### config.mk
export PLATFORM = sky130hd
export DESIGN_NAME = osp_sequencer
export DESIGN_NICKNAME = d
export VERILOG_FILES = /design/src/shared/osp_pkg.sv /design/src/hw/osp_sequencer.sv
export SDC_FILE = /design/constraint.sdc
export NUM_CORES = 1
export LEC_CHECK = 0
export ABC_AREA = 1
export BUFFER_PORTS_ARGS = -buffer_cell sky130_fd_sc_hd__buf_2
export CORE_MARGIN = 4
export CORE_UTILIZATION = 45
export DETAILED_ROUTE_END_ITERATION = 10
export GPL_TIMING_DRIVEN = 0
export PLACE_DENSITY = 0.68
export RECOVER_POWER = 50
export SKIP_LAST_GASP = 1
export SLEW_MARGIN = 20
export SYNTH_ARGS = -nofsm -noshare
export SYNTH_HDL_FRONTEND = slang
export SYNTH_SLANG_ARGS = --single-unit
### constraint.sdc
create_clock -name clock_i -period 4.38 [get_ports clock_i]
set_clock_uncertainty 0.2 [all_clocks]
set_input_delay 0.219 -clock clock_i [delete_from_list [all_inputs] [get_ports clock_i]]
set_output_delay 0.219 -clock clock_i [all_outputs]
set_load 0.01 [all_outputs]
### src/shared/osp_pkg.sv
// Package for the output sequencing and phase configuration block.
// Assumes one 20 MHz clock; all constants used by the block live here.
package osp_pkg;
  // ==================================================================
  // Command codes
  localparam logic [7:0] OSP_CMD_SEQ_SETUP = 8'hD4;
  localparam logic [7:0] OSP_CMD_SEQ_RANK = 8'hD5;
  localparam logic [7:0] OSP_CMD_COND_SETUP = 8'hD6;
  localparam logic [7:0] OSP_CMD_TIMING_SETUP = 8'hD7;
  // ==================================================================
  // Pages and ranks
  localparam int OSP_OUTPUTS = 4;
  localparam logic [7:0] OSP_PAGE_LAST = 8'h03;
  localparam logic [1:0] OSP_RANK_FIRST = 2'h0;
  localparam logic [1:0] OSP_RANK_LAST = 2'h3;
  // ==================================================================
  // Field positions
  localparam int OSP_WAIT_BIT = 0;
  localparam int OSP_START_LSB = 0;
  localparam int OSP_STOP_LSB = 2;
  localparam int OSP_RANK_W = 4;
  localparam int OSP_CCM_BIT = 0;
  localparam int OSP_SHARE_BIT = 1;
  localparam int OSP_DIV_LSB = 0;
  localparam int OSP_PHASE_LSB = 2;
  localparam int OSP_TIMING_W = 7;
  localparam int OSP_PHASE_OUT_W = 6;
  // ==================================================================
  // Reset values
  localparam logic OSP_WAIT_RST = 1'h0;
  localparam logic [3:0] OSP_RANK_RST = 4'h0;
  localparam logic OSP_CCM_RST = 1'h0;
  localparam logic [1:0] OSP_DIV_RST = 2'h0;
  localparam logic [4:0] OSP_PHASE_RST0 = 5'h00;
  localparam logic [4:0] OSP_PHASE_RST1 = 5'h02;
  localparam logic [4:0] OSP_PHASE_RST2 = 5'h01;
  localparam logic [4:0] OSP_PHASE_RST3 = 5'h03;
  // Half switching period in quarter-oscillator units is this shifted by the divider code
  localparam logic [5:0] OSP_HALF_BASE = 6'h02;
  // ==================================================================
  // Sequencer states
  typedef enum logic [3:0] {
    OSP_ST_IDLE = 4'h1,
    OSP_ST_START = 4'h2,
    OSP_ST_ON = 4'h4,
    OSP_ST_STOP = 4'h8
  } osp_state_e;
endpackage
### src/hw/osp_sequencer.sv
// Output sequencing and phase configuration for four switching outputs.
// Assumes a same-clock paged command port from the management-bus front end,
// a nonvolatile image loaded by a one-cycle load pulse, and asynchronous
// power-good and share-detect levels from the analog stages.
// Notes on behaviour
// With checking on, an output waits for power good of the prior rank.
// Wait bit is bit 0 of setup byte; 0 checks, 1 ignores; rest zero.
// First-rank outputs start without any power-good dependency.
// The wait setting is global, not paged.
// Start rank bits 1:0, stop rank bits 3:2; 00 first, 11 last; reset 00.
// Outputs of equal rank start or stop together in one step.
// Host should set equal ranks everywhere when no staging is wanted.
// Host should not change sequencing settings during a sequence.
// Rank byte is paged, valid for pages 0 to 3.
// Conduction bit 0: 1 forced continuous, 0 mixed conduction.
// Conduction bit 1 reads the share flag, visible on master pages only.
// Pairs 0/1 and 2/3; shared slave page invalid, slave follows master.
// Shared slave switches half a period after its master.
// Conduction and timing writes apply only after storage reload.
// Divider bits 1:0 divide the oscillator by 1, 2, 4 or 8.
// Phase bits 6:2 delay start by quarter-oscillator periods, 0 to 31.
// Default phase codes per page: 00000, 00010, 00001, 00011.
// Next rank only after current rank is commanded and good if checked.
`timescale 1ns/100ps
module osp_sequencer
  import osp_pkg::*;
(
  input wire logic clock_i,
  input wire logic reset_n_i,
  input wire logic cmd_valid_i,
  input wire logic cmd_write_i,
  input wire logic [7:0] cmd_code_i,
  input wire logic [7:0] cmd_page_i,
  input wire logic [7:0] cmd_wdata_i,
  output logic cmd_ack_o,
  output logic cmd_err_o,
  output logic [7:0] cmd_rdata_o,
  input wire logic nvm_load_i,
  input wire logic [3:0] nvm_cond_i,
  input wire logic [27:0] nvm_timing_i,
  output logic [3:0] store_cond_o,
  output logic [27:0] store_timing_o,
  input wire logic seq_on_i,
  input wire logic [3:0] power_good_i,
  input wire logic [1:0] share_detect_i,
  output logic [3:0] out_enable_o,
  output logic seq_busy_o,
  output logic [3:0] ccm_o,
  output logic [7:0] clk_div_o,
  output logic [23:0] phase_o
);
  // ==================================================================
  // Decoding helpers
  function automatic logic [1:0] rank_field(input logic [3:0] r, input int lsb);
    rank_field = r[lsb +: 2];
  endfunction

  // Page is reachable: global byte always, others in range and not a shared slave
  function automatic logic page_ok(input logic [7:0] code, input logic [7:0] page,
                                   input logic [1:0] shr);
    if (code == OSP_CMD_SEQ_SETUP) begin
      page_ok = 1'b1;
    end else begin
      page_ok = (page <= OSP_PAGE_LAST) && !(page[0] && shr[page[1]]);
    end
  endfunction

  function automatic logic [4:0] phase_default(input int idx);
    case (idx)
      0: phase_default = OSP_PHASE_RST0;
      1: phase_default = OSP_PHASE_RST1;
      2: phase_default = OSP_PHASE_RST2;
      default: phase_default = OSP_PHASE_RST3;
    endcase
  endfunction

  // ==================================================================
  // Synchronisers for analog levels
  logic [3:0] pg_meta_reg;
  logic [3:0] pg_sync_reg;
  logic [1:0] shr_meta_reg;
  logic [1:0] shr_sync_reg;

  // Two flops each; the first stage feeds only the second
  always_ff @(posedge clock_i or negedge reset_n_i) begin
    if (!reset_n_i) begin
      pg_meta_reg <= 4'h0;
      pg_sync_reg <= 4'h0;
      shr_meta_reg <= 2'h0;
      shr_sync_reg <= 2'h0;
    end else begin
      pg_meta_reg <= power_good_i;
      pg_sync_reg <= pg_meta_reg;
      shr_meta_reg <= share_detect_i;
      shr_sync_reg <= shr_meta_reg;
    end
  end

  // ==================================================================
  // Setting storage
  logic wait_ignore_reg;
  logic [3:0] rank_reg [OSP_OUTPUTS];
  logic [OSP_OUTPUTS-1:0] pend_cond_reg;
  logic [OSP_TIMING_W-1:0] pend_timing_reg [OSP_OUTPUTS];
  logic [OSP_OUTPUTS-1:0] act_cond_reg;
  logic [OSP_TIMING_W-1:0] act_timing_reg [OSP_OUTPUTS];
  logic cmd_hit;
  logic [1:0] pg_idx;

  assign cmd_hit = cmd_valid_i && page_ok(cmd_code_i, cmd_page_i, shr_sync_reg);
  assign pg_idx = cmd_page_i[1:0];

  // Global wait bit, one copy for every switcher
  always_ff @(posedge clock_i or negedge reset_n_i) begin
    if (!reset_n_i) begin
      wait_ignore_reg <= OSP_WAIT_RST;
    end else if (cmd_hit && cmd_write_i && cmd_code_i == OSP_CMD_SEQ_SETUP) begin
      wait_ignore_reg <= cmd_wdata_i[OSP_WAIT_BIT];
    end
  end

  // Paged rank bytes; changing them mid-sequence is the host's hazard
  always_ff @(posedge clock_i or negedge reset_n_i) begin
    if (!reset_n_i) begin
      for (int i = 0; i < OSP_OUTPUTS; i++) begin
        rank_reg[i] <= OSP_RANK_RST;
      end
    end else if (cmd_hit && cmd_write_i && cmd_code_i == OSP_CMD_SEQ_RANK) begin
      rank_reg[pg_idx] <= cmd_wdata_i[OSP_RANK_W-1:0];
    end
  end

  // Written values wait here for storage; they never steer the switchers
  always_ff @(posedge clock_i or negedge reset_n_i) begin
    if (!reset_n_i) begin
      pend_cond_reg <= '0;
      for (int i = 0; i < OSP_OUTPUTS; i++) begin
        pend_timing_reg[i] <= {phase_default(i), OSP_DIV_RST};
      end
    end else if (nvm_load_i) begin
      pend_cond_reg <= nvm_cond_i;
      for (int i = 0; i < OSP_OUTPUTS; i++) begin
        pend_timing_reg[i] <= nvm_timing_i[i*OSP_TIMING_W +: OSP_TIMING_W];
      end
    end else if (cmd_hit && cmd_write_i) begin
      if (cmd_code_i == OSP_CMD_COND_SETUP) begin
        pend_cond_reg[pg_idx] <= cmd_wdata_i[OSP_CCM_BIT];
      end
      if (cmd_code_i == OSP_CMD_TIMING_SETUP) begin
        pend_timing_reg[pg_idx] <= cmd_wdata_i[OSP_TIMING_W-1:0];
      end
    end
  end

  // Active copy changes only on a storage reload, at every nvm_load_i pulse
  always_ff @(posedge clock_i or negedge reset_n_i) begin
    if (!reset_n_i) begin
      act_cond_reg <= {OSP_OUTPUTS{OSP_CCM_RST}};
      for (int i = 0; i < OSP_OUTPUTS; i++) begin
        act_timing_reg[i] <= {phase_default(i), OSP_DIV_RST};
      end
    end else if (nvm_load_i) begin
      act_cond_reg <= nvm_cond_i;
      for (int i = 0; i < OSP_OUTPUTS; i++) begin
        act_timing_reg[i] <= nvm_timing_i[i*OSP_TIMING_W +: OSP_TIMING_W];
      end
    end
  end

  // ==================================================================
  // Effective per-output settings, slaves following their master
  logic [OSP_OUTPUTS-1:0] start_hit;
  logic [OSP_OUTPUTS-1:0] stop_hit;
  logic [OSP_OUTPUTS-1:0] eff_ccm;
  logic [1:0] eff_div [OSP_OUTPUTS];
  logic [OSP_PHASE_OUT_W-1:0] eff_phase [OSP_OUTPUTS];
  logic [1:0] rank_cur_reg;

  genvar g;
  generate
    for (g = 0; g < OSP_OUTPUTS; g++) begin : g_out
      localparam int MST = g - (g % 2);
      logic slave;
      logic [1:0] sel;
      logic [4:0] mph;
      assign slave = (g % 2 == 1) && shr_sync_reg[g/2];
      assign sel = slave ? 2'(MST) : 2'(g);
      assign start_hit[g] = rank_field(rank_reg[sel], OSP_START_LSB) == rank_cur_reg;
      assign stop_hit[g] = rank_field(rank_reg[sel], OSP_STOP_LSB) == rank_cur_reg;
      assign eff_ccm[g] = act_cond_reg[sel];
      assign eff_div[g] = act_timing_reg[sel][OSP_DIV_LSB +: 2];
      assign mph = act_timing_reg[sel][OSP_PHASE_LSB +: 5];
      // Half period = two quarter units per divided clock, so shift by the divider code
      assign eff_phase[g] = slave ? 6'({1'b0, mph} + (OSP_HALF_BASE << eff_div[g]))
                                  : {1'b0, mph};
    end
  endgenerate

  // Registered configuration outputs for the switching stages
  always_ff @(posedge clock_i or negedge reset_n_i) begin
    if (!reset_n_i) begin
      ccm_o <= '0;
      clk_div_o <= '0;
      phase_o <= '0;
    end else begin
      for (int i = 0; i < OSP_OUTPUTS; i++) begin
        ccm_o[i] <= eff_ccm[i];
        clk_div_o[i*2 +: 2] <= eff_div[i];
        phase_o[i*OSP_PHASE_OUT_W +: OSP_PHASE_OUT_W] <= eff_phase[i];
      end
    end
  end

  assign store_cond_o = pend_cond_reg;
  generate
    for (g = 0; g < OSP_OUTPUTS; g++) begin : g_store
      assign store_timing_o[g*OSP_TIMING_W +: OSP_TIMING_W] = pend_timing_reg[g];
    end
  endgenerate

  // ==================================================================
  // Command answers, one cycle after the request
  always_ff @(posedge clock_i or negedge reset_n_i) begin
    if (!reset_n_i) begin
      cmd_ack_o <= 1'b0;
      cmd_err_o <= 1'b0;
      cmd_rdata_o <= 8'h00;
    end else begin
      cmd_ack_o <= cmd_valid_i;
      cmd_err_o <= cmd_valid_i && !cmd_hit;
      cmd_rdata_o <= 8'h00;
      if (cmd_hit && !cmd_write_i) begin
        case (cmd_code_i)
          OSP_CMD_SEQ_SETUP: cmd_rdata_o <= {7'h00, wait_ignore_reg};
          OSP_CMD_SEQ_RANK: cmd_rdata_o <= {4'h0, rank_reg[pg_idx]};
          // Share flag only from even pages; slaves report zero
          OSP_CMD_COND_SETUP: cmd_rdata_o <= {6'h00,
            !pg_idx[0] && shr_sync_reg[pg_idx[1]], act_cond_reg[pg_idx]};
          OSP_CMD_TIMING_SETUP: cmd_rdata_o <= {1'b0, act_timing_reg[pg_idx]};
          default: cmd_rdata_o <= 8'h00;
        endcase
      end
    end
  end

  // ==================================================================
  // Start and stop sequencer
  osp_state_e state_reg;
  logic [OSP_OUTPUTS-1:0] out_en_reg;
  logic rank_good;
  logic step_ok;

  // All outputs of the current rank good; a rank with no outputs passes at once
  assign rank_good = &(pg_sync_reg | ~start_hit);
  assign step_ok = wait_ignore_reg || rank_good;

  always_ff @(posedge clock_i or negedge reset_n_i) begin
    if (!reset_n_i) begin
      state_reg <= OSP_ST_IDLE;
      rank_cur_reg <= OSP_RANK_FIRST;
    end else begin
      case (state_reg)
        OSP_ST_IDLE: begin
          rank_cur_reg <= OSP_RANK_FIRST;
          if (seq_on_i) begin
            state_reg <= OSP_ST_START;
          end
        end
        OSP_ST_START: begin
          if (!seq_on_i) begin
            state_reg <= OSP_ST_STOP;
            rank_cur_reg <= OSP_RANK_FIRST;
          end else if ((out_en_reg & start_hit) == start_hit && step_ok) begin
            if (rank_cur_reg == OSP_RANK_LAST) begin
              state_reg <= OSP_ST_ON;
            end
            rank_cur_reg <= rank_cur_reg + 2'h1;
          end
        end
        OSP_ST_ON: begin
          rank_cur_reg <= OSP_RANK_FIRST;
          if (!seq_on_i) begin
            state_reg <= OSP_ST_STOP;
          end
        end
        OSP_ST_STOP: begin
          // Turn-off finishes every step even if turn-on is asked again
          if (rank_cur_reg == OSP_RANK_LAST) begin
            state_reg <= OSP_ST_IDLE;
          end
          rank_cur_reg <= rank_cur_reg + 2'h1;
        end
        default: begin
          state_reg <= OSP_ST_IDLE;
          rank_cur_reg <= OSP_RANK_FIRST;
        end
      endcase
    end
  end

  // Enables: a whole rank switches in one cycle
  always_ff @(posedge clock_i or negedge reset_n_i) begin
    if (!reset_n_i) begin
      out_en_reg <= '0;
    end else if (state_reg == OSP_ST_START && seq_on_i) begin
      out_en_reg <= out_en_reg | start_hit;
    end else if (state_reg == OSP_ST_STOP) begin
      out_en_reg <= out_en_reg & ~stop_hit;
    end
  end

  assign out_enable_o = out_en_reg;
  assign seq_busy_o = (state_reg == OSP_ST_START) || (state_reg == OSP_ST_STOP);
endmodule

==> results.py <==
metrics = {
    "run_status": {
        "outcome": "finished with violations",
        "violations": "max-capacitance violations, max-slew violations",
    },
    "place": {
        "hpwlAfterDp_microns": 14700,
        "dp_slack_ns": 1.75,
        "place.gp.congestion": 0.889,
        "io_buffers": 145,
        "placed_cell_area_sq_mm": 0.00783,
    },
    "die": {
        "die_h_microns": 131,
        "row_count": 44,
        "start_util": 0.465,
        "die_width_microns": 131,
        "core_sq_mm": 0.0147,
        "die_area_sq_mm": 0.0172,
        "io_pins": 151,
    },
    "critical_path": {
        "cp-endpoint": "store_timing_o[18]",
        "cp-start-kind": "input port",
        "reg2reg_slack_ns": 1.78,
        "crit_start": "reset_n_i",
        "r2r_start": "shr_sync_reg[0]",
        "required_ns": 4.24,
        "arrival_ns": 2.90,
        "worstReg2RegEnd": "phase_o[10]",
        "reg2reg_depth": 10,
        "critPathKind": "input port to asynchronous set/reset pin",
        "cp-end-kind": "asynchronous set/reset pin",
        "path_max_fanout": 94,
    },
    "pwr": {
        "leakage_nw": 4.44,
        "p_per_area_mw_per_mm2": 430,
        "ir_drop_uv": 243,
    },
    "timing": {
        "fin_ws_ns": 1.34,
        "hold_violations": 0,
        "setup_violations": 0,
        "hold_ws_ns": 0.0427,
        "rsz0062_at_grt": "no",
        "finalCriticalPeriod_ns": 3.04,
        "post-route-period-util": 0.694,
        "slew_viol_final": 95,
        "slew-limit-headroom": -0.540,
        "clock.fmax_mhz": 329,
        "tns_ns": 0,
        "worst_pin_slew_ns": 2.31,
    },
    "route": {
        "vias_per_cell": 5.18,
        "drcViolationCount": 0,
        "via_count": 6299,
        "drt_iter0_markers": 437,
        "dr.pass1.iters": 5,
        "ant_nets": 0,
        "drt_wl_total_microns": 19900,
        "wire_per_inst_microns": 16.3,
    },
    "finish": {
        "area_delta_synth_final_pct": 28.6,
        "fillers": 1318,
        "fin_util": 0.598,
        "drive_gt1_frac": 0.180,
        "regArea_sq_mm": 0.00366,
        "finalNetCount": 1095,
        "stdcell_area_sq_mm": 0.00878,
        "multi_input_area_sq_mm": 0.00279,
    },
    "synth": {
        "synthArstFlopShare": 1.00,
        "synth-edff-count": 0,
        "synth_flop_cell": "dfrtp_1",
        "ys_ff_latch": 146,
        "ys_warn_count": 0,
        "syn-cell-area_sq_mm": 0.00683,
        "syn_avg_cell_area_sq_um": 8.51,
        "synth_cells": 803,
        "ys_types": 38,
        "synth.yosys.seq_area_share": 0.537,
    },
    "cts": {
        "clock_latency_ns": 0.43,
        "cts_max_level": 4,
        "clock_path_buffers": 2,
        "post_cts_buffers": 0,
        "post_cts_resized": 0,
        "cts-buffers-inserted": 17,
        "cts_tree": "built",
        "cts_root_buf": "clkbuf_16",
        "clk_pin_slew_ns": 0.06,
        "cts_sinks": 146,
    },
    "global_routing": {
        "antenna_found_initial": 2,
        "grtUsageMet1": 0.332,
        "grt_max_degree": 95,
        "track_usage": 0.235,
        "grt-ovfl-total": 0,
        "grt_pass1_vias": 6128,
        "grt_use_met3": 0.0505,
        "use_met2": 0.360,
        "top_usage_layer": "met2",
        "grt_pass1_wl_microns": 32300,
    },
    "min_path": {
        "hp-class": "input port to register",
    },
    "run": {
        "max_cap_viol_count": 1,
    },
}
## layer usage
metal | vias up | part of all wire
met2 | 280 | 0.45
met3 | 36 | 0.075
met1 | 2934 | 0.45
met5 | - | 0
li1 | 3049 | -
met4 | 0 | 0.024
## report_power, final
group	leakage, nW	internal, W	switching (W)	total (W)
sequential	1.79	0.00151	0.0000973	0.00161
clock	0.282	0.000806	0.000625	0.00143
combinational	2.37	0.000274	0.000464	0.000739
total	4.44	0.00259	0.00119	0.00378
## synth_stat cells (3+ instances only)
master / count / area share
nor2_4: 7 / 0.012
nand3_2: 6 / 0.0088
clkbuf_1: 10 / 0.0055
nand2_2: 7 / 0.0064
o21ai_0: 56 / 0.041
a22oi_1: 5 / 0.0055
a31oi_1: 4 / 0.0037
nor4_1: 3 / 0.0027
xnor2_1: 6 / 0.0077
buf_2: 5 / 0.0037
nand2_1: 276 / 0.15
inv_1: 56 / 0.031
xor2_1: 6 / 0.0077
nand4_1: 8 / 0.0073
nand3_1: 68 / 0.050
nand2_4: 3 / 0.0049
nor3_1: 4 / 0.0029
inv_2: 10 / 0.0055
dfstp_2: 9 / 0.035
ha_1: 9 / 0.016
o22ai_1: 11 / 0.010
dfrtp_1: 137 / 0.50
nor2_2: 3 / 0.0027
o21ai_1: 10 / 0.0073
nor2_1: 38 / 0.021
or2_2: 3 / 0.0027
a21oi_1: 23 / 0.017
buf_4: 5 / 0.0055
## worst min-delay path by stage
stage                         start               to  cells past startpoint
floorplan                 reset_n_i  act_cond_reg[0]                      0
global placement    power_good_i[3]   pg_meta_reg[3]                      1
detailed placement        reset_n_i   pg_meta_reg[1]                      1
CTS                   cmd_page_i[0]      rank_reg[7]                      5
global route          cmd_page_i[0]      rank_reg[4]                      5
finish                cmd_page_i[0]      rank_reg[4]                      5
## layout make-up
class / count / area share
Timing Repair Buffer: 192 / 0.128
Buffer: 25 / 0.0154
Sequential cell: 146 / 0.417
Tap cell: 184 / 0.0262
Multi-Input combinational cell: 568 / 0.318
Antenna cell: 2 / 0.000570
Clock buffer: 17 / 0.0484
Inverter: 66 / 0.0282
Clock inverter: 15 / 0.0179
## timing repair
action | CTS | global route
endpoints found under the setup margin | 0 | 0
hold buffers | 46 | 0
endpoints found under the hold margin | 215 | 0
## worst max-delay path: stages
cell and delay (ns):
dlygate4sd3_1 0.56, buf_8 0.33, clkbuf_2 1.68
## cells in the final DEF, fill, tap and decap left out, drive strengths merged, types with 5 or more instances in the layout
cell,count
dlygate4sd3,46
inv,76
o22ai,11
dfstp,9
nand4,11
a21oi,23
nand2,286
a22oi,5
xnor2,6
buf,101
nor2,48
xor2,6
nand3,74
ha,9
dfrtp,137
o21ai,68
clkbuf,87
## logic make-up after synthesis
logic type | after synthesis | share of synthesized area
AOI/OAI and AO/OA | 113 | 0.0898
xor gates and xnor gates | 12 | 0.0154
adders and majority gates | 11 | 0.0223
buffers and inverters | 91 | 0.0561
DFF | 146 | 0.537
other | 1 | 0.000549
and+or+nand+nor | 429 | 0.279
## stage by stage
step                power [W]  std cells
global placement      0.00234       1134
global route          0.00398       1215
floorplan             0.00205        805
finish                0.00378       1215
detailed placement    0.00235       1135
CTS                   0.00382       1213
(Power assumes the default switching activity.)
